===== config.mk =====
export PLATFORM = sky130hd
export DESIGN_NAME = rbs_exec
export DESIGN_NICKNAME = d
export VERILOG_FILES = /design/src/rbs_pkg.sv /design/src/rbs_qphase.sv /design/src/rbs_exec.sv
export VERILOG_INCLUDE_DIRS = /design/src
export SDC_FILE = /design/constraint.sdc
export NUM_CORES = 1
export LEC_CHECK = 0
export BUFFER_PORTS_ARGS = -buffer_cell sky130_fd_sc_hd__clkbuf_2
export CORE_ASPECT_RATIO = 0.6
export CORE_MARGIN = 1
export CORE_UTILIZATION = 35
export CTS_CLUSTER_DIAMETER = 40
export DETAILED_ROUTE_END_ITERATION = 8
export GPL_ROUTABILITY_DRIVEN = 0
export SYNTH_ARGS = -nofsm -noshare
export SYNTH_HDL_FRONTEND = slang
export SYNTH_SLANG_ARGS = --single-unit

===== constraint.sdc =====
create_clock -name mclk -period 7 [get_ports mclk]
set_input_delay 0.7 -clock mclk [delete_from_list [all_inputs] [get_ports mclk]]
set_output_delay 0.7 -clock mclk [all_outputs]
set_load 0.02 [all_outputs]

===== src/rbs_regs.svh =====
`ifndef RBS_REGS_SVH
`define RBS_REGS_SVH

// ****************************************************************
// Widths
// ****************************************************************
`define RBS_PC_W        21
`define RBS_DM_W        12
`define RBS_BANK_W      4

// ****************************************************************
// APB register offsets (byte addresses)
// ****************************************************************
`define RBS_ADDR_W      12
`define RBS_CTRL_OFF    12'h000
`define RBS_STAT_OFF    12'h004
`define RBS_TGT_OFF     12'h008
`define RBS_TCNT_OFF    12'h00C
`define RBS_SCNT_OFF    12'h010

// ****************************************************************
// Register fields and reset values
// ****************************************************************
`define RBS_CTRL_EN_BIT    0
`define RBS_CTRL_CLR_BIT   1
`define RBS_CTRL_RST       1'b1
`define RBS_STAT_TAKEN_BIT 0
`define RBS_STAT_NOP_BIT   1
`define RBS_STAT_BSET_BIT  2
`define RBS_STAT_EN_BIT    3
`define RBS_STAT_OP_LSB    4
`define RBS_CNT_W          16

// ****************************************************************
// Opcode fields
// ****************************************************************
`define RBS_OPC_BCOND   4'hE
`define RBS_CC_CARRY    4'h3
`define RBS_CC_NEG      4'h7
`define RBS_CC_OVF      4'h5
`define RBS_CC_ZERO     4'h1
`define RBS_OPC_BRA     5'h1A
`define RBS_OPC_BSF     4'h8
`define RBS_PC_STEP     2

// ****************************************************************
// Instruction cycle phases
// ****************************************************************
`define RBS_MCLK_HZ     20000000
`define RBS_Q_DECODE    2'h0
`define RBS_Q_FETCH     2'h1
`define RBS_Q_COMPUTE   2'h2
`define RBS_Q_WRITE     2'h3

`endif


===== src/rbs_pkg.sv =====
`default_nettype none
`include "rbs_regs.svh"

package rbs_pkg;

  typedef enum logic [1:0] {RBS_OP_NONE, RBS_OP_BCOND, RBS_OP_BRA, RBS_OP_BSET} rbs_op_e;
  typedef enum logic [1:0] {RBS_CC_C, RBS_CC_N, RBS_CC_OV, RBS_CC_Z} rbs_cond_e;

  typedef struct packed {
    logic c;
    logic n;
    logic ov;
    logic z;
  } rbs_flags_s;

  typedef struct packed {
    logic [`RBS_ADDR_W-1:0] paddr;
    logic                   psel;
    logic                   penable;
    logic                   pwrite;
    logic [31:0]            pwdata;
  } rbs_apb_req_s;

  typedef struct packed {
    logic [31:0] prdata;
    logic        pready;
    logic        pslverr;
  } rbs_apb_rsp_s;

  typedef struct packed {
    logic                  load;
    logic [`RBS_PC_W-1:0]  target;
  } rbs_pc_s;

  typedef struct packed {
    logic                  rd;
    logic                  we;
    logic [`RBS_DM_W-1:0]  addr;
    logic [7:0]            wdata;
  } rbs_dm_s;

  typedef struct packed {
    logic [1:0] phase;
  } rbs_qph_s;

  typedef struct packed {
    rbs_op_e                op;
    rbs_cond_e              cond;
    logic [15:0]            iw;
    logic [`RBS_PC_W-1:0]   iaddr;
    logic                   taken;
    logic                   nop;
    logic [7:0]             result;
    rbs_pc_s                pc;
    rbs_dm_s                dm;
    logic                   ctrl_en;
    logic                   taken_last;
    logic                   bset_last;
    rbs_op_e                last_op;
    logic [`RBS_PC_W-1:0]   last_tgt;
    logic [`RBS_CNT_W-1:0]  tcnt;
    logic [`RBS_CNT_W-1:0]  scnt;
    logic [31:0]            prdata;
    logic                   pslverr;
  } rbs_state_s;

endpackage

`default_nettype wire


===== src/rbs_qphase.sv =====
`default_nettype none
`include "rbs_regs.svh"

// ****************************************************************
// Four-phase sequencer: one mclk per phase
// ****************************************************************
module rbs_qphase (
  input  wire logic       mclk,
  input  wire logic       sys_rst,
  output logic [1:0]      phase
);

  rbs_pkg::rbs_qph_s st_r;
  rbs_pkg::rbs_qph_s st_nxt;

  always_comb begin
    st_nxt       = st_r;
    st_nxt.phase = st_r.phase + 2'h1;
  end

  always_ff @(posedge mclk or posedge sys_rst) begin
    if (sys_rst) begin
      st_r <= '0;
    end else begin
      st_r <= st_nxt;
    end
  end

  assign phase = st_r.phase;

endmodule

`default_nettype wire


===== src/rbs_exec.sv =====
// Operation
// - Short branch offset is signed -128..127, doubled to count words
// - Taken branch target is instruction address plus 2 plus twice offset
// - Conditional branch: one word, one cycle untaken, two when taken
// - Pattern E3 with offset branches only when carry is clear
// - Pattern E7 with offset branches only when negative is clear
// - Pattern E5 with offset branches only when overflow is clear
// - Pattern E1 with offset branches only when zero is clear
// - Pattern 11010 with signed 11-bit offset always branches to target
// - Pattern 1000 bbb a ffffffff sets one bit in one cycle
// - Bit set reads register, forces chosen bit high, writes back
// - Access bit low uses fixed access bank, high uses bank select
//
// The register addresses and register access over APB were chosen for this implementation.
`default_nettype none
`include "rbs_regs.svh"

module rbs_exec #(
  parameter logic [`RBS_BANK_W-1:0] ACCESS_BANK = 4'h0
) (
  input  wire logic                     mclk,
  input  wire logic                     sys_rst,
  input  wire rbs_pkg::rbs_apb_req_s    apb_req,
  output rbs_pkg::rbs_apb_rsp_s         apb_rsp,
  input  wire logic                     instr_valid,
  input  wire logic [15:0]              instr_word,
  input  wire logic [`RBS_PC_W-1:0]     instr_addr,
  output logic                          instr_ready,
  output logic                          instr_hit,
  input  wire rbs_pkg::rbs_flags_s      status_flags,
  input  wire logic [`RBS_BANK_W-1:0]   bank_select_register,
  output rbs_pkg::rbs_pc_s              pc_out,
  output rbs_pkg::rbs_dm_s              dm_out,
  input  wire logic [7:0]               dm_rdata,
  output logic                          status_we,
  output logic [1:0]                    phase
);

  // ****************************************************************
  // Helpers
  // ****************************************************************
  function automatic rbs_pkg::rbs_op_e decode_op(input logic [15:0] w);
    rbs_pkg::rbs_op_e op;
    op = rbs_pkg::RBS_OP_NONE;
    if (w[15:12] == `RBS_OPC_BCOND &&
        (w[11:8] == `RBS_CC_CARRY || w[11:8] == `RBS_CC_NEG ||
         w[11:8] == `RBS_CC_OVF   || w[11:8] == `RBS_CC_ZERO)) begin
      op = rbs_pkg::RBS_OP_BCOND;
    end else if (w[15:11] == `RBS_OPC_BRA) begin
      op = rbs_pkg::RBS_OP_BRA;
    end else if (w[15:12] == `RBS_OPC_BSF) begin
      op = rbs_pkg::RBS_OP_BSET;
    end
    return op;
  endfunction

  function automatic logic reg_hit(input logic [`RBS_ADDR_W-1:0] a);
    return (a == `RBS_CTRL_OFF) || (a == `RBS_STAT_OFF) || (a == `RBS_TGT_OFF) ||
           (a == `RBS_TCNT_OFF) || (a == `RBS_SCNT_OFF);
  endfunction

  // ****************************************************************
  // Phase sequencer
  // ****************************************************************
  rbs_qphase u_qphase (
    .mclk    (mclk),
    .sys_rst (sys_rst),
    .phase   (phase)
  );

  rbs_pkg::rbs_state_s st_r;
  rbs_pkg::rbs_state_s st_nxt;

  logic [`RBS_PC_W-1:0] ofs_word;
  logic                 cond_ok;
  logic                 apb_setup;
  logic                 apb_wr;
  logic [31:0]          stat_word;

  // Offset sign-extended and shifted left once so it counts words
  always_comb begin
    if (st_r.op == rbs_pkg::RBS_OP_BRA) begin
      ofs_word = {{(`RBS_PC_W-12){st_r.iw[10]}}, st_r.iw[10:0], 1'b0};
    end else begin
      ofs_word = {{(`RBS_PC_W-9){st_r.iw[7]}}, st_r.iw[7:0], 1'b0};
    end
  end

  // Branch only on a cleared flag
  always_comb begin
    unique case (st_r.cond)
      rbs_pkg::RBS_CC_C:  cond_ok = !status_flags.c;
      rbs_pkg::RBS_CC_N:  cond_ok = !status_flags.n;
      rbs_pkg::RBS_CC_OV: cond_ok = !status_flags.ov;
      rbs_pkg::RBS_CC_Z:  cond_ok = !status_flags.z;
    endcase
  end

  assign apb_setup = apb_req.psel && !apb_req.penable;
  assign apb_wr    = apb_req.psel && apb_req.penable && apb_req.pwrite;

  always_comb begin
    stat_word                          = '0;
    stat_word[`RBS_STAT_TAKEN_BIT]     = st_r.taken_last;
    stat_word[`RBS_STAT_NOP_BIT]       = st_r.nop;
    stat_word[`RBS_STAT_BSET_BIT]      = st_r.bset_last;
    stat_word[`RBS_STAT_EN_BIT]        = st_r.ctrl_en;
    stat_word[`RBS_STAT_OP_LSB +: 2]   = st_r.last_op;
  end

  // ****************************************************************
  // Next-state logic
  // ****************************************************************
  always_comb begin
    st_nxt         = st_r;
    st_nxt.pc.load = 1'b0;
    st_nxt.dm.we   = 1'b0;
    st_nxt.dm.rd   = 1'b0;

    unique case (phase)
      `RBS_Q_DECODE: begin
        st_nxt.op    = rbs_pkg::RBS_OP_NONE;
        st_nxt.taken = 1'b0;
        if (instr_ready && instr_valid) begin
          st_nxt.iw    = instr_word;
          st_nxt.iaddr = instr_addr;
          st_nxt.op    = decode_op(instr_word);
          unique case (instr_word[11:8])
            `RBS_CC_CARRY: st_nxt.cond = rbs_pkg::RBS_CC_C;
            `RBS_CC_NEG:   st_nxt.cond = rbs_pkg::RBS_CC_N;
            `RBS_CC_OVF:   st_nxt.cond = rbs_pkg::RBS_CC_OV;
            default:       st_nxt.cond = rbs_pkg::RBS_CC_Z;
          endcase
          if (decode_op(instr_word) == rbs_pkg::RBS_OP_BSET) begin
            // Access bank overrides the bank select register when a is low
            st_nxt.dm.addr = {instr_word[8] ? bank_select_register : ACCESS_BANK,
                              instr_word[7:0]};
            st_nxt.dm.rd   = 1'b1;
          end
        end
      end
      `RBS_Q_FETCH: begin
        if (st_r.op == rbs_pkg::RBS_OP_BSET) begin
          st_nxt.result = dm_rdata;
        end
      end
      `RBS_Q_COMPUTE: begin
        unique case (st_r.op)
          rbs_pkg::RBS_OP_BCOND: begin
            st_nxt.taken = cond_ok;
          end
          rbs_pkg::RBS_OP_BRA: begin
            st_nxt.taken = 1'b1;
          end
          rbs_pkg::RBS_OP_BSET: begin
            st_nxt.result = st_r.result | (8'h01 << st_r.iw[11:9]);
          end
          rbs_pkg::RBS_OP_NONE: begin
            st_nxt.taken = 1'b0;
          end
        endcase
        st_nxt.pc.target = st_r.iaddr + `RBS_PC_W'(`RBS_PC_STEP) + ofs_word;
        st_nxt.dm.wdata  = st_nxt.result;
        // Strobes registered here so they stand exactly through the write phase
        st_nxt.pc.load   = st_nxt.taken;
        st_nxt.dm.we     = (st_r.op == rbs_pkg::RBS_OP_BSET);
      end
      `RBS_Q_WRITE: begin
        // A taken branch idles through the whole following cycle
        st_nxt.nop = st_r.taken;
        if (st_r.taken) begin
          st_nxt.last_tgt = st_r.pc.target;
          st_nxt.tcnt     = st_r.tcnt + `RBS_CNT_W'(1);
        end
        if (st_r.op == rbs_pkg::RBS_OP_BSET) begin
          st_nxt.scnt  = st_r.scnt + `RBS_CNT_W'(1);
        end
        if (st_r.op != rbs_pkg::RBS_OP_NONE) begin
          st_nxt.last_op    = st_r.op;
          st_nxt.taken_last = st_r.taken;
          st_nxt.bset_last  = (st_r.op == rbs_pkg::RBS_OP_BSET);
        end
      end
    endcase

    // APB: read data is latched in the setup phase so the slave never waits
    if (apb_setup) begin
      st_nxt.pslverr = !reg_hit(apb_req.paddr);
      unique case (apb_req.paddr)
        `RBS_CTRL_OFF: st_nxt.prdata = {31'h0, st_r.ctrl_en};
        `RBS_STAT_OFF: st_nxt.prdata = stat_word;
        `RBS_TGT_OFF:  st_nxt.prdata = {{(32-`RBS_PC_W){1'b0}}, st_r.last_tgt};
        `RBS_TCNT_OFF: st_nxt.prdata = {{(32-`RBS_CNT_W){1'b0}}, st_r.tcnt};
        `RBS_SCNT_OFF: st_nxt.prdata = {{(32-`RBS_CNT_W){1'b0}}, st_r.scnt};
        default:       st_nxt.prdata = 32'h0000_0000;
      endcase
    end
    if (apb_wr && apb_req.paddr == `RBS_CTRL_OFF) begin
      st_nxt.ctrl_en = apb_req.pwdata[`RBS_CTRL_EN_BIT];
      // Clear is a one-shot action; software clear loses to a count event
      if (apb_req.pwdata[`RBS_CTRL_CLR_BIT]) begin
        if (!(phase == `RBS_Q_WRITE && st_r.taken)) begin
          st_nxt.tcnt = '0;
        end
        if (!(phase == `RBS_Q_WRITE && st_r.op == rbs_pkg::RBS_OP_BSET)) begin
          st_nxt.scnt = '0;
        end
      end
    end
  end

  always_ff @(posedge mclk or posedge sys_rst) begin
    if (sys_rst) begin
      st_r         <= '0;
      st_r.ctrl_en <= `RBS_CTRL_RST;
    end else begin
      st_r <= st_nxt;
    end
  end

  // ****************************************************************
  // Outputs
  // ****************************************************************
  // Word is consumed only at decode, never during the idle cycle
  assign instr_ready     = (phase == `RBS_Q_DECODE) && !st_r.nop && st_r.ctrl_en;
  assign instr_hit       = decode_op(instr_word) != rbs_pkg::RBS_OP_NONE;
  assign pc_out          = st_r.pc;
  assign dm_out          = st_r.dm;
  // Flags are never written by this block, taken or not
  assign status_we       = 1'b0;
  assign apb_rsp.prdata  = st_r.prdata;
  assign apb_rsp.pready  = 1'b1;
  assign apb_rsp.pslverr = apb_req.psel && apb_req.penable && st_r.pslverr;

endmodule

`default_nettype wire


==> flow_summary.yaml <==
synth:
  synth_top_area_cell: "dfrtp_1"
  synth_compound_area_share_pct: 12.9
  synth_cell_type_count: 65
  synth_flop_cell: "dfrtp_1"
  synth_adder_area_share_pct: 6.01
  synth_common_cells: "dfrtp_1, buf_4, mux2_2"
  syn-instance-count: 879
  yosys_warnings: 0
  synth_xor_area_share_pct: 2.92
  netlist_top_cells_area: "dfrtp_1, mux2_2, buf_4"
  yosys.area_share.simple_pct: 12.0
  synth.area.mux_share_pct: 10.7
  synth-edff-count: 0
  syn_area_sq_um: 9290
  yosysSeqAreaShare_pct: 46.6
  yosys_register_bits: 173
  avgSynthCellArea_sq_um: 10.6
  synth_top_family_by_area: "compound AO/OA/AOI/OAI gates"
  yosysTopAreaCellShare_pct: 46.3
  synth.most_common_cell: "dfrtp_1"
  synthArstFlopShare_pct: 100
floorplanning:
  die_h_um: 128
  die_area_sq_um: 27200
  start_util_pct: 36.2
  num_rows: 45
  core-area_sq_um: 25700
  die_w_um: 212
  io_pins: 186
cts:
  cts_root_buffer: "clkbuf_16"
  cts_resized: 0
  cts.path.max_buffers: 2
  tritoncts: "yes"
  h-tree-depth: 4
  clkLatencyLatePin_ns: 0.44
  ctsHoldBuffers: 0
  clk_pin_slew_ns: 0.07
  cts_setup_buffers: 0
  cts_num_sinks: 173
  cts_buffers: 17
sta:
  fin_hold_ws_ns: 0.477
  drv_slew: 0
  worst_pin_slew_ns: 1.06
  fin_skew_ns: 0.0115
  slew_headroom_pct: 29.3
  fmax_ghz: 0.254
  rsz0062_at_grt: "false"
  fin_crit_ns: 3.94
  setup-tns-final_ns: 0
  setup_viol: 0
  period_share_pct: 56.3
  hold_viol_final: 0
setup_path:
  crit_arrival_ns: 4.23
  reg2reg_to: "pc_out[14]$_DFFE_PP0P_"
  end_kind: "flop"
  reg2reg_depth: 10
  rrSetupSlack_ns: 3.06
  r2r_start: "st_r[185]$_DFFE_PP0P_"
  crit_required_ns: 7.29
  crit_path_start_kind: "flop"
  worstPathMaxFanout: 11
  crit_type: "reg -> reg"
pwr:
  leakage_nw: 5.29
  peakVddDrop_mv: 0.134
  powerDensity_nw_per_um2: 197
cells_and_area:
  n_fill_cell: 2540
  n_antenna_cell: 0
  drive_gt1_share_pct: 28.9
  fin_nets: 1090
  syn2layout_area_growth_pct: 11.5
placement:
  place.port_buffers: 142
  hpwl_um: 16100
global_routing:
  grt_pass1_wl_um: 34800
  grt_pass1_vias: 6354
  grt_max_degree: 110
  overflow: 0
  antenna_found_initial: 2
  grt_usage_pct: 16.7
route:
  wirelength_um: 21800
  drc: 0
  num_vias: 6629
  ant_nets: 0
  wl_per_cell_um: 16.7
  routed_via_density: 5.07
  first_pass_iters: 7
  first_iter_violations: 347
outcome:
  status: "finished clean"
run:
  cap_violations: 0
hold_path:
  worstHoldPathType: "in -> async"
layout by cell type, fill, tap and decap left out, drive strengths merged, types with 4 or more instances in the layout:
cell type    n
dfrtp      172
clkbuf     160
mux2        77
nand2       67
nor2        62
a21oi       49
ha          43
o21ai       38
nand3       37
a22oi       25
inv         21
xor2        18
a21o        14
xnor2       13
conb        13
and3        12
nand4       10
a22o        10
nor2b        9
mux2i        8
o22a         8
clkinv       8
o22ai        6
or3          6
a31oi        6
nor3         5
clkinvlp     4
buf          4
and4         4
per-layer routing:
| layer | track usage, % | up-vias | share of wire [%] |
|---|---|---|---|
| li1 | - | 3171 | - |
| met1 | 24.1 | 3301 | 51 |
| met2 | 23.7 | 136 | 43 |
| met3 | 5.49 | 19 | 6.0 |
| met4 | 4.66 | 2 | 0.87 |
| met5 | 0 | - | 0.060 |
layout make-up:
cell class,count,area (sq um),share of cell area (%)
sequential,173,4330,41.8
multi-input combinational,584,4180,40.4
timing repair buffer,146,741,7.15
tap,352,440,4.25
clock buffer,18,439,4.24
clock inverter,14,145,1.40
inverter,21,83.8,0.809
worst max-delay path by stage:
| stage | startpoint | cells after the start | slack [ns] | end |
|---|---|---|---|---|
| 6_report | st_r[185]$_DFFE_PP0P_ | 10 | 3.06 | pc_out[14]$_DFFE_PP0P_ |
| 5_1_grt | st_r[185]$_DFFE_PP0P_ | 10 | 2.87 | pc_out[14]$_DFFE_PP0P_ |
| 4_1_cts | st_r[185]$_DFFE_PP0P_ | 10 | 3.19 | pc_out[14]$_DFFE_PP0P_ |
| 3_5_place_dp | st_r[185]$_DFFE_PP0P_ | 10 | 3.25 | pc_out[14]$_DFFE_PP0P_ |
| 3_3_place_gp | st_r[185]$_DFFE_PP0P_ | 10 | 3.25 | pc_out[14]$_DFFE_PP0P_ |
| 2_1_floorplan | sys_rst | 1 | 1.61 | apb_rsp[10]$_DFFE_PP0P_ |
logic make-up (layout without fill, tap and decap cells):
family	count (synthesis)	after routing
xor+xnor	31	31
buf+inv	133	199
fa+ha+maj	44	44
simple gates	226	226
mux	87	87
compound gates	183	183
flops	173	173
other cells	2	13
power breakdown:
group / total [mW] / internal (mW) / switching [mW]
clock: 0.960 / 0.535 / 0.426
combinational: 0.0773 / 0.0253 / 0.0520
sequential: 1.00 / 1.00 / 0.00134
total: 2.04 / 1.56 / 0.479
critical path, cell delays in order (launching register included):
cell,delay [ns]
dfrtp_1,0.54
nor2b_1,0.29
mux2i_1,0.63
inv_1,0.35
ha_1,0.37
ha_1,0.34
and4_1,0.19
a21boi_0,0.15
o41ai_1,0.63
xor2_1,0.21
a21oi_1,0.09
metrics by stage:
stage          instances  utilization, %  area, sq um  worst slack, ns  total power [mW]
6_report            1308            40.4        10400             3.06              2.04
5_1_grt             1308            40.4        10400             2.87              2.11
4_1_cts             1308            40.4        10400             3.19              2.07
3_5_place_dp        1276            38.1         9780             3.25              1.10
3_3_place_gp        1276            38.1         9780             3.25              1.10
2_1_floorplan        890               -         9330             1.61              1.07
state kept, by name, summed over array words and instances (netlist names):
signal,cells
apb_rsp,21
dm_out,22
pc_out,22
st_r,106
u_qphase.phase,2
(Power assumes the default switching activity.)
